**src/rtl/flr_defines.svh**
```systemverilog
// constants of the flash led configuration registers
// assumes inclusion by bare name from the modules and the bench
`ifndef FLR_DEFINES_SVH
`define FLR_DEFINES_SVH

// register offsets (subaddress byte)
`define FLR_OFS_ID 8'h00
`define FLR_OFS_PIN 8'h02
`define FLR_OFS_CUR 8'h03

// serial port addressing
`define FLR_CHIP_ADDR 7'h30
`define FLR_WR_BYTE 8'h60
`define FLR_RD_BYTE 8'h61

// field positions, lowest bit of each field
`define FLR_PIN_TWO_LSB 6
`define FLR_PIN_ONE_LSB 4
`define FLR_TIMER_LSB 0
`define FLR_FLASH_LSB 3
`define FLR_TORCH_LSB 0

// reset values
`define FLR_PIN_RST 8'h0F
`define FLR_CUR_RST 8'h73
// identification value is arbitrary
`define FLR_ID_VALUE 8'hA5

// bits per byte on the serial port
`define FLR_BYTE_BITS 4'h8

`endif

```
**src/rtl/flr_pkg.sv**
```systemverilog
// types shared by the flash led configuration register files
// assumes flr_defines.svh is on the include path
package flr_pkg;

  typedef struct packed {
    logic [1:0] pin_two_role_select;
    logic [1:0] pin_one_role_select;
    logic [3:0] flash_timeout_code;
    logic [4:0] flash_current_code;
    logic [2:0] torch_current_code;
  } flr_cfg_type;

  typedef struct packed {
    logic en;
    logic [7:0] addr;
    logic [7:0] data;
  } flr_wr_type;

  typedef enum logic [1:0] {
    FLR_PIN_HIGHZ,
    FLR_PIN_MODE_A,
    FLR_PIN_MODE_B,
    FLR_PIN_MODE_C
  } flr_pin_role_type;

  typedef enum logic [3:0] {
    ST_IDLE,
    ST_ADDR,
    ST_ACK_ADDR,
    ST_SUB,
    ST_ACK_SUB,
    ST_WRITE,
    ST_ACK_WRITE,
    ST_READ,
    ST_ACK_READ
  } flr_state_type;

endpackage

```
**src/rtl/flr_serial_regs.sv**
```systemverilog
// serial-port slave and register bank of the flash led driver
// assumes scl, sda and enable arrive asynchronously from pins
// assumes an external pull-up resolves the open-drain data line
//
// Function
// - bit 0 lsb, bit 7 msb
// - read-only identification register at offset 00
// - pin roles and timer share offset 02
// - bits 7:6 select second pin role
// - bits 5:4 select first pin role
// - bits 3:0 flash timeout, default 1111
// - bits 7:3 flash current code
// - bits 2:0 torch current, default 011
// - chip address 30, bytes 60 and 61
// - enable rising edge restores all defaults
`timescale 1ns/1ps
`include "flr_defines.svh"

module flr_serial_regs
  import flr_pkg::*;
(
  input wire logic clk, // 50 MHz system clock
  input wire logic clk_en, // freezes all state while low
  input wire logic reset, // asynchronous, active high
  input wire logic scl_in, // serial clock pin level
  input wire logic sda_in, // serial data pin level
  output logic sda_out, // serial data drive value, always low
  output logic sda_oe, // high while pulling the data line low
  input wire logic enable_pin, // device enable pin level
  output flr_cfg_type cfg // configuration fields for the driver
);

  localparam logic [2:0] SYNC_INIT = 3'h3;

  logic [2:0] pin_raw;
  logic [2:0] filt_w;
  logic [2:0] prev_q;
  logic scl_rise;
  logic scl_fall;
  logic start_seen;
  logic stop_seen;
  logic enable_rise;

  flr_state_type state_q;
  logic [3:0] cnt_q;
  logic [7:0] shift_q;
  logic [7:0] ptr_q;
  logic rw_q;
  logic oe_q;
  flr_wr_type wr_q;
  logic [7:0] rd_data;

  function automatic logic rx_state(input flr_state_type s);
    return s == ST_ADDR || s == ST_SUB || s == ST_WRITE;
  endfunction

  assign pin_raw = {enable_pin, sda_in, scl_in};

  // three-stage synchronisers with agreement filter
  genvar g;
  generate
    for (g = 0; g < 3; g++) begin : g_sync
      logic [2:0] stage_q;
      logic filt_q;
      always_ff @(posedge clk or posedge reset) begin
        if (reset) begin
          stage_q <= {3{SYNC_INIT[g]}};
          filt_q <= SYNC_INIT[g];
        end else if (clk_en) begin
          stage_q <= {stage_q[1:0], pin_raw[g]};
          if (stage_q[1] == stage_q[2]) begin
            filt_q <= stage_q[2];
          end
        end
      end
      assign filt_w[g] = filt_q;
    end
  endgenerate

  always_ff @(posedge clk or posedge reset) begin
    if (reset) begin
      prev_q <= SYNC_INIT;
    end else if (clk_en) begin
      prev_q <= filt_w;
    end
  end

  assign scl_rise = filt_w[0] && !prev_q[0];
  assign scl_fall = !filt_w[0] && prev_q[0];
  assign start_seen = filt_w[0] && prev_q[0] && prev_q[1] && !filt_w[1];
  assign stop_seen = filt_w[0] && prev_q[0] && !prev_q[1] && filt_w[1];
  assign enable_rise = filt_w[2] && !prev_q[2];

  // protocol sequencer
  always_ff @(posedge clk or posedge reset) begin
    if (reset) begin
      state_q <= ST_IDLE;
      cnt_q <= 4'h0;
      shift_q <= 8'h00;
      rw_q <= 1'b0;
      oe_q <= 1'b0;
    end else if (clk_en) begin
      if (stop_seen) begin
        state_q <= ST_IDLE;
        oe_q <= 1'b0;
      end else if (start_seen) begin
        state_q <= ST_ADDR;
        cnt_q <= 4'h0;
        oe_q <= 1'b0;
      end else if (scl_rise) begin
        if (rx_state(state_q)) begin
          shift_q <= {shift_q[6:0], filt_w[1]};
          cnt_q <= cnt_q + 4'h1;
        end else if (state_q == ST_READ) begin
          cnt_q <= cnt_q + 4'h1;
        end else if (state_q == ST_ACK_READ && filt_w[1]) begin
          state_q <= ST_IDLE;
        end
      end else if (scl_fall) begin
        unique case (state_q)
          ST_IDLE: begin
            oe_q <= 1'b0;
          end
          ST_ADDR: begin
            if (cnt_q == `FLR_BYTE_BITS) begin
              if (shift_q[7:1] == `FLR_CHIP_ADDR) begin
                state_q <= ST_ACK_ADDR;
                rw_q <= shift_q[0];
                oe_q <= 1'b1;
              end else begin
                state_q <= ST_IDLE;
              end
            end
          end
          ST_SUB, ST_WRITE: begin
            if (cnt_q == `FLR_BYTE_BITS) begin
              state_q <= (state_q == ST_SUB) ? ST_ACK_SUB : ST_ACK_WRITE;
              oe_q <= 1'b1;
            end
          end
          ST_ACK_ADDR: begin
            cnt_q <= 4'h0;
            if (rw_q) begin
              state_q <= ST_READ;
              shift_q <= rd_data;
              oe_q <= !rd_data[7];
            end else begin
              state_q <= ST_SUB;
              oe_q <= 1'b0;
            end
          end
          ST_ACK_SUB, ST_ACK_WRITE: begin
            state_q <= ST_WRITE;
            cnt_q <= 4'h0;
            oe_q <= 1'b0;
          end
          ST_READ: begin
            if (cnt_q == `FLR_BYTE_BITS) begin
              state_q <= ST_ACK_READ;
              oe_q <= 1'b0;
            end else begin
              shift_q <= {shift_q[6:0], 1'b0};
              oe_q <= !shift_q[6];
            end
          end
          ST_ACK_READ: begin
            state_q <= ST_READ;
            cnt_q <= 4'h0;
            shift_q <= rd_data;
            oe_q <= !rd_data[7];
          end
        endcase
      end
    end
  end

  // subaddress pointer, kept across a repeated start
  always_ff @(posedge clk or posedge reset) begin
    if (reset) begin
      ptr_q <= 8'h00;
    end else if (clk_en) begin
      if (scl_fall && state_q == ST_SUB && cnt_q == `FLR_BYTE_BITS) begin
        ptr_q <= shift_q;
      end
    end
  end

  // one-cycle write strobe after the eighth data bit
  always_ff @(posedge clk or posedge reset) begin
    if (reset) begin
      wr_q <= '0;
    end else if (clk_en) begin
      wr_q.en <= scl_fall && state_q == ST_WRITE &&
                 cnt_q == `FLR_BYTE_BITS && !stop_seen && !start_seen;
      wr_q.addr <= ptr_q;
      wr_q.data <= shift_q;
    end
  end

  flr_reg_bank u_bank (
    .clk(clk),
    .clk_en(clk_en),
    .reset(reset),
    .load_defaults(enable_rise),
    .wr(wr_q),
    .rd_addr(ptr_q),
    .rd_data_q(rd_data),
    .cfg(cfg)
  );

  assign sda_out = 1'b0;
  assign sda_oe = oe_q;

  a_ack_own_addr: assert property (@(posedge clk) disable iff (reset)
    clk_en && scl_fall && !start_seen && !stop_seen &&
    state_q == ST_ADDR && cnt_q == `FLR_BYTE_BITS &&
    (shift_q == `FLR_WR_BYTE || shift_q == `FLR_RD_BYTE)
    |=> sda_oe && state_q == ST_ACK_ADDR)
    else $error("own address not acknowledged");

  a_skip_other: assert property (@(posedge clk) disable iff (reset)
    clk_en && scl_fall && !start_seen && !stop_seen &&
    state_q == ST_ADDR && cnt_q == `FLR_BYTE_BITS &&
    shift_q[7:1] != `FLR_CHIP_ADDR
    |=> !sda_oe && state_q == ST_IDLE)
    else $error("foreign address acknowledged");

  a_stop_release: assert property (@(posedge clk) disable iff (reset)
    clk_en && stop_seen |=> !sda_oe && state_q == ST_IDLE)
    else $error("data line held after stop");

  a_write_strobe: assert property (@(posedge clk) disable iff (reset)
    clk_en && wr_q.en |-> $past(state_q) == ST_WRITE && state_q == ST_ACK_WRITE)
    else $error("write strobe outside data byte");

endmodule

```
**src/rtl/flr_reg_bank.sv**
```systemverilog
// register storage of the flash led configuration block
// assumes single-cycle write strobes from the serial port logic
`timescale 1ns/1ps
`include "flr_defines.svh"

module flr_reg_bank
  import flr_pkg::*;
(
  input wire logic clk, // system clock
  input wire logic clk_en, // freezes all state while low
  input wire logic reset, // asynchronous, active high
  input wire logic load_defaults, // one-cycle pulse, restore defaults
  input flr_wr_type wr, // write strobe, offset and data
  input wire logic [7:0] rd_addr, // read offset
  output logic [7:0] rd_data_q, // registered read data
  output flr_cfg_type cfg // field values for the driver
);

  logic [7:0] pin_q;
  logic [7:0] cur_q;

  function automatic logic [7:0] read_mux(input logic [7:0] a,
                                          input logic [7:0] p,
                                          input logic [7:0] c);
    logic [7:0] r;
    r = 8'h00;
    unique case (a)
      `FLR_OFS_ID: r = `FLR_ID_VALUE;
      `FLR_OFS_PIN: r = p;
      `FLR_OFS_CUR: r = c;
      default: r = 8'h00;
    endcase
    return r;
  endfunction

  // pin roles and timer share one register
  always_ff @(posedge clk or posedge reset) begin
    if (reset) begin
      pin_q <= `FLR_PIN_RST;
    end else if (clk_en) begin
      if (load_defaults) begin
        pin_q <= `FLR_PIN_RST;
      end else if (wr.en && wr.addr == `FLR_OFS_PIN) begin
        pin_q <= wr.data;
      end
    end
  end

  always_ff @(posedge clk or posedge reset) begin
    if (reset) begin
      cur_q <= `FLR_CUR_RST;
    end else if (clk_en) begin
      if (load_defaults) begin
        cur_q <= `FLR_CUR_RST;
      end else if (wr.en && wr.addr == `FLR_OFS_CUR) begin
        cur_q <= wr.data;
      end
    end
  end

  always_ff @(posedge clk or posedge reset) begin
    if (reset) begin
      rd_data_q <= 8'h00;
    end else if (clk_en) begin
      rd_data_q <= read_mux(rd_addr, pin_q, cur_q);
    end
  end

  // bit 7 of each register is its msb
  assign cfg = {pin_q, cur_q};

  a_id_fixed: assert property (@(posedge clk) disable iff (reset)
    clk_en && rd_addr == `FLR_OFS_ID |=> rd_data_q == `FLR_ID_VALUE)
    else $error("identification readback wrong");

  a_pin_write: assert property (@(posedge clk) disable iff (reset)
    clk_en && !load_defaults && wr.en && wr.addr == `FLR_OFS_PIN
    |=> pin_q == $past(wr.data))
    else $error("pin register write lost");

  a_cur_write: assert property (@(posedge clk) disable iff (reset)
    clk_en && !load_defaults && wr.en && wr.addr == `FLR_OFS_CUR
    |=> cur_q == $past(wr.data))
    else $error("current register write lost");

  a_enable_default: assert property (@(posedge clk) disable iff (reset)
    clk_en && load_defaults
    |=> pin_q == `FLR_PIN_RST && cur_q == `FLR_CUR_RST)
    else $error("defaults not restored");

  a_field_map: assert property (@(posedge clk) disable iff (reset)
    cfg.pin_two_role_select == pin_q[`FLR_PIN_TWO_LSB+:2] &&
    cfg.pin_one_role_select == pin_q[`FLR_PIN_ONE_LSB+:2] &&
    cfg.flash_timeout_code == pin_q[`FLR_TIMER_LSB+:4] &&
    cfg.flash_current_code == cur_q[`FLR_FLASH_LSB+:5] &&
    cfg.torch_current_code == cur_q[`FLR_TORCH_LSB+:3])
    else $error("field layout wrong");

endmodule

```
**config.mk**
```make
export PLATFORM = sky130hd
export DESIGN_NAME = flr_serial_regs
export DESIGN_NICKNAME = d
export VERILOG_FILES = /design/src/rtl/flr_pkg.sv /design/src/rtl/flr_serial_regs.sv /design/src/rtl/flr_reg_bank.sv
export VERILOG_INCLUDE_DIRS = /design/src /design/src/rtl
export SDC_FILE = /design/constraint.sdc
export NUM_CORES = 1
export LEC_CHECK = 0
export CAP_MARGIN = 20
export CORE_MARGIN = 10
export CORE_UTILIZATION = 60
export DETAILED_ROUTE_END_ITERATION = 12
export DONT_BUFFER_PORTS = 1
export GPL_TIMING_DRIVEN = 0
export PLACE_DENSITY_LB_ADDON = 0.12
export SYNTH_ARGS = -nofsm -noshare
export SYNTH_HDL_FRONTEND = slang
export SYNTH_HIERARCHICAL = 1
export SYNTH_SLANG_ARGS = --single-unit
```
**constraint.sdc**
```tcl
create_clock -name clk -period 2.6 [get_ports clk]
set_input_delay 0.26 -clock clk [delete_from_list [all_inputs] [get_ports clk]]
set_output_delay 0.26 -clock clk [all_outputs]
set_load 0.05 [all_outputs]
```
# Yosys cells after proc, flatten, opt, wreduce, memory -nomap -nowiden
# Index checks and enable logic that the tools add are counted.
# Widths: inputs -> output; s select.
classes:
  add_sub_neg: 1
  n_eq_ne: 31
  muxes: 41
  bitwise_logic: 3
  n_reduce_logical: 54
ops:
  columns: ["cell", "count"]
  rows:
  - ["$mux 8", 9]
  - ["$mux 4", 16]
  - ["$pmux 8 s3", 2]
  - ["$eq 8x2->1 const B", 4]
  - ["$pmux 4 s6", 1]
  - ["$logic_and 1x1->1", 17]
  - ["$eq 4x3->1 const B", 4]
  - ["$reduce_and 8->1", 2]
  - ["$ne 4x3->1 const B", 3]
  - ["$ne 4x4->1 const B", 3]
  - ["$reduce_and 2->1", 6]
  - ["$logic_not 1->1", 9]
  - ["$mux 1", 9]
  - ["$reduce_and 9->1", 1]
  - ["$reduce_bool 3->1", 3]
  - ["$reduce_bool 9->1", 1]
  - ["$eq 4x2->1 const B", 2]
  - ["$eq 4x4->1 const B", 2]
  - ["$logic_not 8->1", 1]
  - ["$ne 4x1->1 const B", 2]
  - ["$reduce_bool 4->1", 2]
  - ["$eq 7x6->1 const B", 1]
  - ["$ne 3x3->1 const B", 2]
  - ["$pmux 1 s6", 1]
  - ["other kinds (18)", 27]
word_totals:
  ff_bits: 82
  in_bits: 6
  out_inout_bits: 18
  word_cells: 149

# Logic depth before layout (Yosys ltp)
# Gate-level depths: netlist of run 1.
logic_depth:
  depth_word: 8
  depth_mapped: 8
  mapped_depth_nobuf: 7

# Modules after synthesis
# Netlist of run 1, hierarchy kept.
modules_own_cells:
  columns: ["mod", "instances", "cells_each", "area_each_um2", "seq_area_each_um2"]
  rows:
  - ["flr_serial_regs", 1, 245, 2936.6, 1463.9]
  - ["flr_reg_bank", 1, 138, 1377.6, 611.8]

# Worst setup path after synthesis of run 1
# OpenSTA, ideal clock, no wires.
synth_timing:
  path_type: "register -> register"
  startpoint: "register prev_q[0]"
  endpoint: "register shift_q[1]"
  setup_time_ps: 125
  arrival_ps: 1796
  required_ps: 2475
  slack_ps: 680
  path_stages_with_launch: 7
  path_buffers: 1
  synth_period_minus_slack_ps: 1920
  path_cell_list: "dfstp_2 inv_1 ha_1 buf_2 a21oi_2 mux2_2 mux2_2"
synth_between:
  elab_chain_len: 5
  elab_cells_between_ends: 17
  cone_classes: "eq/ne: 3; mux: 1; bitwise: 2; reduce/logical: 11"
synth_rtl:
  columns: ["item", "line", "source"]
  rows:
  - ["start: declaration", "flr_serial_regs.sv:37", "logic [2:0] prev_q;"]
  - ["start signal: assignment", "flr_serial_regs.sv:84", "prev_q <= filt_w;"]
  - ["parallel branches: the longest is 5 deep, another holds $reduce_and 8->1", null, null]
  - ["end signal: assignment", "flr_serial_regs.sv:112", "shift_q <= {shift_q[6:0], filt_w[1]};"]
  - ["end signal: assignment", "flr_serial_regs.sv:145", "shift_q <= rd_data;"]
  - ["end signal: assignment", "flr_serial_regs.sv:162", "shift_q <= {shift_q[6:0], 1'b0};"]
  - ["end: declaration", "flr_serial_regs.sv:46", "logic [7:0] shift_q;"]
# Several ways; the timed one is not identified.
# A chain may end at the register's enable or synchronous reset.

# Worst setup path in the final report of run 1
layout_timing:
  startpoint: "register g_sync[0].filt_q"
  endpoint: "register state_q[3]"
layout_between:
  elab_chain_len: 5
  elab_cells_between_ends: 20
  cone_classes: "eq/ne: 6; mux: 3; reduce/logical: 11"
layout_rtl:
  columns: ["item", "line", "source"]
  rows:
  - ["start: declaration", "flr_serial_regs.sv:64", "logic filt_q;"]
  - ["start signal: assignment", "flr_serial_regs.sv:68", "filt_q <= SYNC_INIT[g];"]
  - ["start signal: assignment", "flr_serial_regs.sv:72", "filt_q <= stage_q[2];"]
  - ["$logic_and 1x1->1", "flr_serial_regs.sv:90, flr_serial_regs.sv:91", null]
  - ["$logic_and 1x1->1, on equally long branches (2 in series)", "flr_serial_regs.sv:90, flr_serial_regs.sv:91", null]
  - ["$ne 5x5->1 (no source line), or another cell as far along", null, null]
  - ["$reduce_and 9->1 (no source line) or $mux 4 (tied branches)", null, null]
  - ["end signal: assignment", "flr_serial_regs.sv:137", "state_q <= (state_q == ST_SUB) ? ST_ACK_SUB : ST_ACK_WRITE;"]
  - ["end: declaration", "flr_serial_regs.sv:44", "flr_state_type state_q;"]
# Several ways; a longest one is shown, not always the timed one.

==> results.cfg, run 1 <==
[routing]
first_pass_iters = 5
drcViolationCount = 0
avgRoutedWirePerCell_microns = 19.9
postRouteWirelength_mm = 9.91
ant_nets = 0
vias = 3150
viasPerCell = 6.34
drt_iter0_markers = 172

[global_route]
grt_start_max_net_pins = 42
grt_pass1_vias = 3048
grt_pass1_wl_mm = 16.1
grt.overflow.total = 0
antenna_found_initial = 0
grt_usage_pct = 17.9

[synthesis]
yosys.area.top_type = dfrtp_1
synth_fp_nets = 394
synth-async-reset-ratio_pct = 100
postSynthCellCount = 383
synth_most_common_cell = dfrtp_1
yosysSeqAreaShare_pct = 48.1
yosysTopAreaCellShare_pct = 36.5
yosysUniqueCellTypes = 68
avgSynthCellArea_sq_um = 11.3
ys_seq_elements = 82
synth-edff-count = 0
synth_ff_type = dfrtp_1
yosys-top-cells-count = dfrtp_1, mux2_2, nor2_1
synthTopCellsByArea = dfrtp_1, mux2_2, dfstp_2
yosysWarningCount = 6
syn_area_sq_mm = 0.00431

[sta]
finalHoldViolations = 0
setup_tns_ns = 0
relSlewSlack_pct = 36.3
tightest_slew_ns = 0.942
postLayoutSetupSlackWorst_ns = 0.426
period_needed_ns = 2.17
final.setup_skew_ns = 0.00703
rsz0062_at_grt = false
fin_crit_sh_pct = 83.6
setup_violations = 0
max_freq_mhz = 460
drv_slew = 0

[floorplanning]
design.core.area_sq_mm = 0.00691
die_h_microns = 105
boundaryPins = 24
start_util_pct = 62.5
die_x_microns = 105
std_cell_rows = 30
dieArea_sq_mm = 0.0110

[worst_setup_path]
path_max_fanout = 10
crit_path_end_kind = register
crit_path_start_kind = register
critPathRequiredTime_ns = 2.85
arrival_ns = 2.42
path_class = register to register

[run]
cap_violations = 0

[clock_tree]
cts_tree = yes
numClockSinks = 82
cts.clk_slew.worst_paths_ns = 0.09
postCtsSetupBuffers = 0
htree_levels = 3
cts_buffers = 9
cts_root_buf = clkbuf_8
insertion_delay_ns = 0.36
cts_buffer_depth = 2

[layout]
post-route-util_pct = 67.9
drive_gt1_share_pct = 28.2
nets = 407
areaGrowthSynthToFinish_pct = 8.70
fin_cells = 497
diodes = 0

[place]
dp_slack_ns = 0.445
io_buffer_count = 0
place_congestion = 0.902
hpwlAfterDp_mm = 7.03
dp.cells = 480

[pwr]
p_leak_nw = 1.99
vdd_drop_max_v = 0.000540
p_total_mw = 4.97
power_density_mw_per_mm2 = 1060

[status]
status = finished, final reports clean

[min_path]
min_path_type = primary input to register
## metal layers
layer  part of all wire (%)  track usage (%)  wire [microns]  vias to the layer above
met2                     46             27.2            4560                      110
met1                     47             24.9            4610                     1579
met3                    6.2             4.48             610                       19
met5                      0                0               0                        -
li1                       -                -               -                     1442
met4                    1.3             4.80             125                        0
## layout make-up
type / instances / area [sq um]
Fill cell: 537 / 2220
Sequential cell: 82 / 2080
Multi-Input combinational cell: 255 / 2020
Buffer: 24 / 134
Clock buffer: 9 / 124
Tap cell: 96 / 120
Clock inverter: 7 / 101
Inverter: 22 / 82.6
Timing Repair Buffer: 2 / 30.0
## cell usage in the layout (no fill, tap or decap), drive strengths merged, types with 12 or more instances in the layout
master / count
clkbuf: 18
dfstp: 19
o21ai: 23
dfrtp: 63
mux2: 49
nand2: 22
nor2: 25
a21oi: 12
buf: 16
inv: 24
## registers in the layout, summed over array words and instances, names as in the netlist
signal and cells:
u_bank/cur_q 8, prev_q 3, g_sync.filt_q 3, shift_q 8, g_sync.stage_q 9, rw_q 1, ptr_q 8, u_bank/pin_q 8
state_q 4, sda_oe 1, u_bank/rd_data_q 8, wr_q 17, cnt_q 4
## final timing paths
check / startpoint / end / slack (ns) / cells after the start
worst max-delay path: g_sync[0].filt_q$_DFFE_PP1P_ / state_q[3]$_DFFE_PP0P_ / 0.43 / 7
worst min-delay path: sda_in / g_sync[1].stage_q[0]$_DFFE_PP1P_ / 0.04 / 1
worst max register to register: g_sync[0].filt_q$_DFFE_PP1P_ / state_q[3]$_DFFE_PP0P_ / 0.43 / 7
worst min register to register: cnt_q[3]$_DFFE_PP0P_ / cnt_q[3]$_DFFE_PP0P_ / 0.48 / 1
max in group asynchronous: reset / u_bank/rd_data_q[2]$_DFFE_PP0P_ / 1.49 / 2
min in group asynchronous: reset / wr_q[6]$_DFFE_PP0P_ / 0.36 / 2
## critical path, stage by stage (launching register included)
cell      delay, ns
dfstp_2        0.58
ha_1           0.14
buf_2          0.23
inv_1          0.15
o21bai_1       0.15
o21ai_0        0.10
a32oi_2        0.33
mux2_2         0.38
## logic make-up after synthesis
logic type,share of synthesized area (%)
AOI/OAI and AO/OA,17.1
xor gates and xnor gates,0.406
adders and majority gates,1.45
buffers and inverters,5.02
DFF,48.1
muxes,14.9
other,0.0869
and+or+nand+nor,13.0
## timing repair
action	CTS	global route
endpoints found under the hold margin	18	0
hold buffers	1	0
gates resized for setup	0	0
endpoints found under the setup margin	0	0
## per-stage QoR
stage / hold WS (ns) / cell area (sq um)
final: 0.0446 / 4690
after CTS: 0.0328 / 4690
after floorplan: 0.268 / 4310
after global placement: 0.370 / 4430
after detailed placement: 0.167 / 4450
after global routing: 0.0217 / 4690
## power by group
part	internal, mW	switching [mW]
Combinational	0.663	0.831
Clock	0.551	0.495
Sequential	1.68	0.749
Total	2.89	2.08
Note: power is estimated with default switching activity, not from simulation.
==> run 2: changes to the inputs <==
==> constraint.sdc (replaced) <==
create_clock -name clk -period 2.2 [get_ports clk]
set_input_delay 0.22 -clock clk [delete_from_list [all_inputs] [get_ports clk]]
set_output_delay 0.22 -clock clk [all_outputs]
set_load 0.05 [all_outputs]
==> run 2 against run 1 <==
Compared with the run above:
- final cell count up 0.80%
- die area is the same
- sequential share of layout area is 0.51 points lower
==> results.cfg, run 2 (same netlist as run 1, synthesis figures left out) <==
[layout]
nets = 411
multi_input_area_sq_mm = 0.00204
post-route-util_pct = 68.7
largest_reg_flops = 17
fillers = 531
ff_latch_area_sq_mm = 0.00208
drive_gt1_share_pct = 28.6
largest_register = wr_q
top_regs = wr_q x17, g_sync.stage_q x9
diodes = 0
fin_cells = 501
areaGrowthSynthToFinish_pct = 9.98
final_common_cell = dfrtp_1
layout_common_cells = dfrtp_1, mux2_2, nor2_1

[worst_setup_path]
path_class = register to register
crit_start = prev_q[0]$_DFFE_PP1P_
crit_path_start_kind = register
critPathRequiredTime_ns = 2.45
max_stage_delay_ns = 0.55
path_cells = inv_1 -> ha_1 -> nor2_1 -> nand3_1 -> a21oi_4 -> mux2_2
path_max_fanout = 8
arrival_ns = 2.34
worstReg2RegStart = prev_q[0]$_DFFE_PP1P_
crit_path_end_kind = register
cp_num_buf_inv = 1
worst_path_max_delay_cell = dfstp_2
path_delay_family = flip-flops

[floorplanning]
start_util_pct = 62.5
dieArea_sq_mm = 0.0110
design.core.area_sq_mm = 0.00691
std_cell_rows = 30
die_h_microns = 105
boundaryPins = 24
die_x_microns = 105

[min_path]
min_path_type = primary input to register
worstHoldStart = clk_en

[global_route]
gr-usage-met3_pct = 4.42
grt.overflow.total = 0
grt_pass1_vias = 3064
grt_pass1_wl_mm = 16.2
use_met2_pct = 27.4
grt_start_max_net_pins = 42
antenna_found_initial = 0
grt_usage_pct = 18.0
met1_usage_pct = 25.0
gr-max-usage-layer = met2

[sta]
fin_hold_ws_ns = 0.0943
period_needed_ns = 2.09
postLayoutSetupSlackWorst_ns = 0.113
finalHoldViolations = 0
setup_tns_ns = 0
relSlewSlack_pct = 35.5
fin_crit_sh_pct = 94.9
rsz0062_at_grt = false
drv_slew = 0
setup_violations = 0
tightest_slew_ns = 0.954
final.setup_skew_ns = 0.00780
max_freq_mhz = 479

[clock_tree]
insertion_delay_ns = 0.36
cts_root_buf = clkbuf_8
cts_buffers = 9
numClockSinks = 82
htree_levels = 3
cts_buffer_depth = 2
cts_tree = yes
cts.clk_slew.worst_paths_ns = 0.09

[place]
io_buffer_count = 0
hpwlAfterDp_mm = 7.03
dp.cells = 480
place_congestion = 0.902
dp_slack_ns = 0.0448

[routing]
drt_iter0_markers = 178
avgRoutedWirePerCell_microns = 19.9
vias = 3170
drcViolationCount = 0
first_pass_iters = 4
postRouteWirelength_mm = 9.99
ant_nets = 0
viasPerCell = 6.33

[pwr]
p_leak_nw = 2.01
vdd_drop_max_v = 0.000637
power_density_mw_per_mm2 = 1250

[status]
status = finished, final reports clean

[run]
cap_violations = 0
run 2: metrics by stage:
stage	cell area [sq um]	total power [mW]
2_1_floorplan	4310	4.16
3_3_place_gp	4430	4.54
3_5_place_dp	4450	4.63
4_1_cts	4720	5.89
5_1_grt	4740	6.25
6_report	4740	5.91
run 2: worst reg2reg max path: stages, from the launching register on:
cell     delay, ns
dfstp_2       0.55
inv_1         0.05
ha_1          0.34
nor2_1        0.18
nand3_1       0.15
a21oi_4       0.32
mux2_2        0.39
run 2: final timing paths:
kind	endpoint	slack, ns	cells past startpoint
worst min-delay path	u_bank/cur_q[3]$_DFFE_PP0P_	0.09	2
max in group asynchronous	u_bank/rd_data_q[2]$_DFFE_PP0P_	1.13	2
worst max register to register	shift_q[0]$_DFFE_PP0P_	0.11	6
worst max-delay path	shift_q[0]$_DFFE_PP0P_	0.11	6
worst min register to register	cnt_q[3]$_DFFE_PP0P_	0.48	1
min in group asynchronous	wr_q[6]$_DFFE_PP0P_	0.32	2
run 2: per-layer routing:
metal | wire length [microns] | up-vias
li1 | - | 1456
met1 | 4570 | 1581
met2 | 4660 | 116
met3 | 647 | 17
met4 | 112 | 0
met5 | 0 | -
run 2: cell type report:
class	count	share of cell area (%)
buffer	24	2.82
clock buffer	9	2.61
clock inverter	7	2.14
inverter	22	1.74
multi-input combinational	255	43.0
sequential	82	43.7
tap	96	2.53
timing repair buffer	6	1.42
run 2: report_power, final:
part	switching [mW]	internal, mW	total, mW
registers	0.887	1.98	2.87
clock network	0.583	0.651	1.23
logic	1.00	0.807	1.81
total	2.47	3.44	5.91
run 2: repair_timing:
item	4_1_cts	5_1_grt
buffers inserted	0	1
gates resized for setup	0	3
hold endpoints to repair	30	0
hold buffers	4	0
endpoints found under the setup margin	0	15
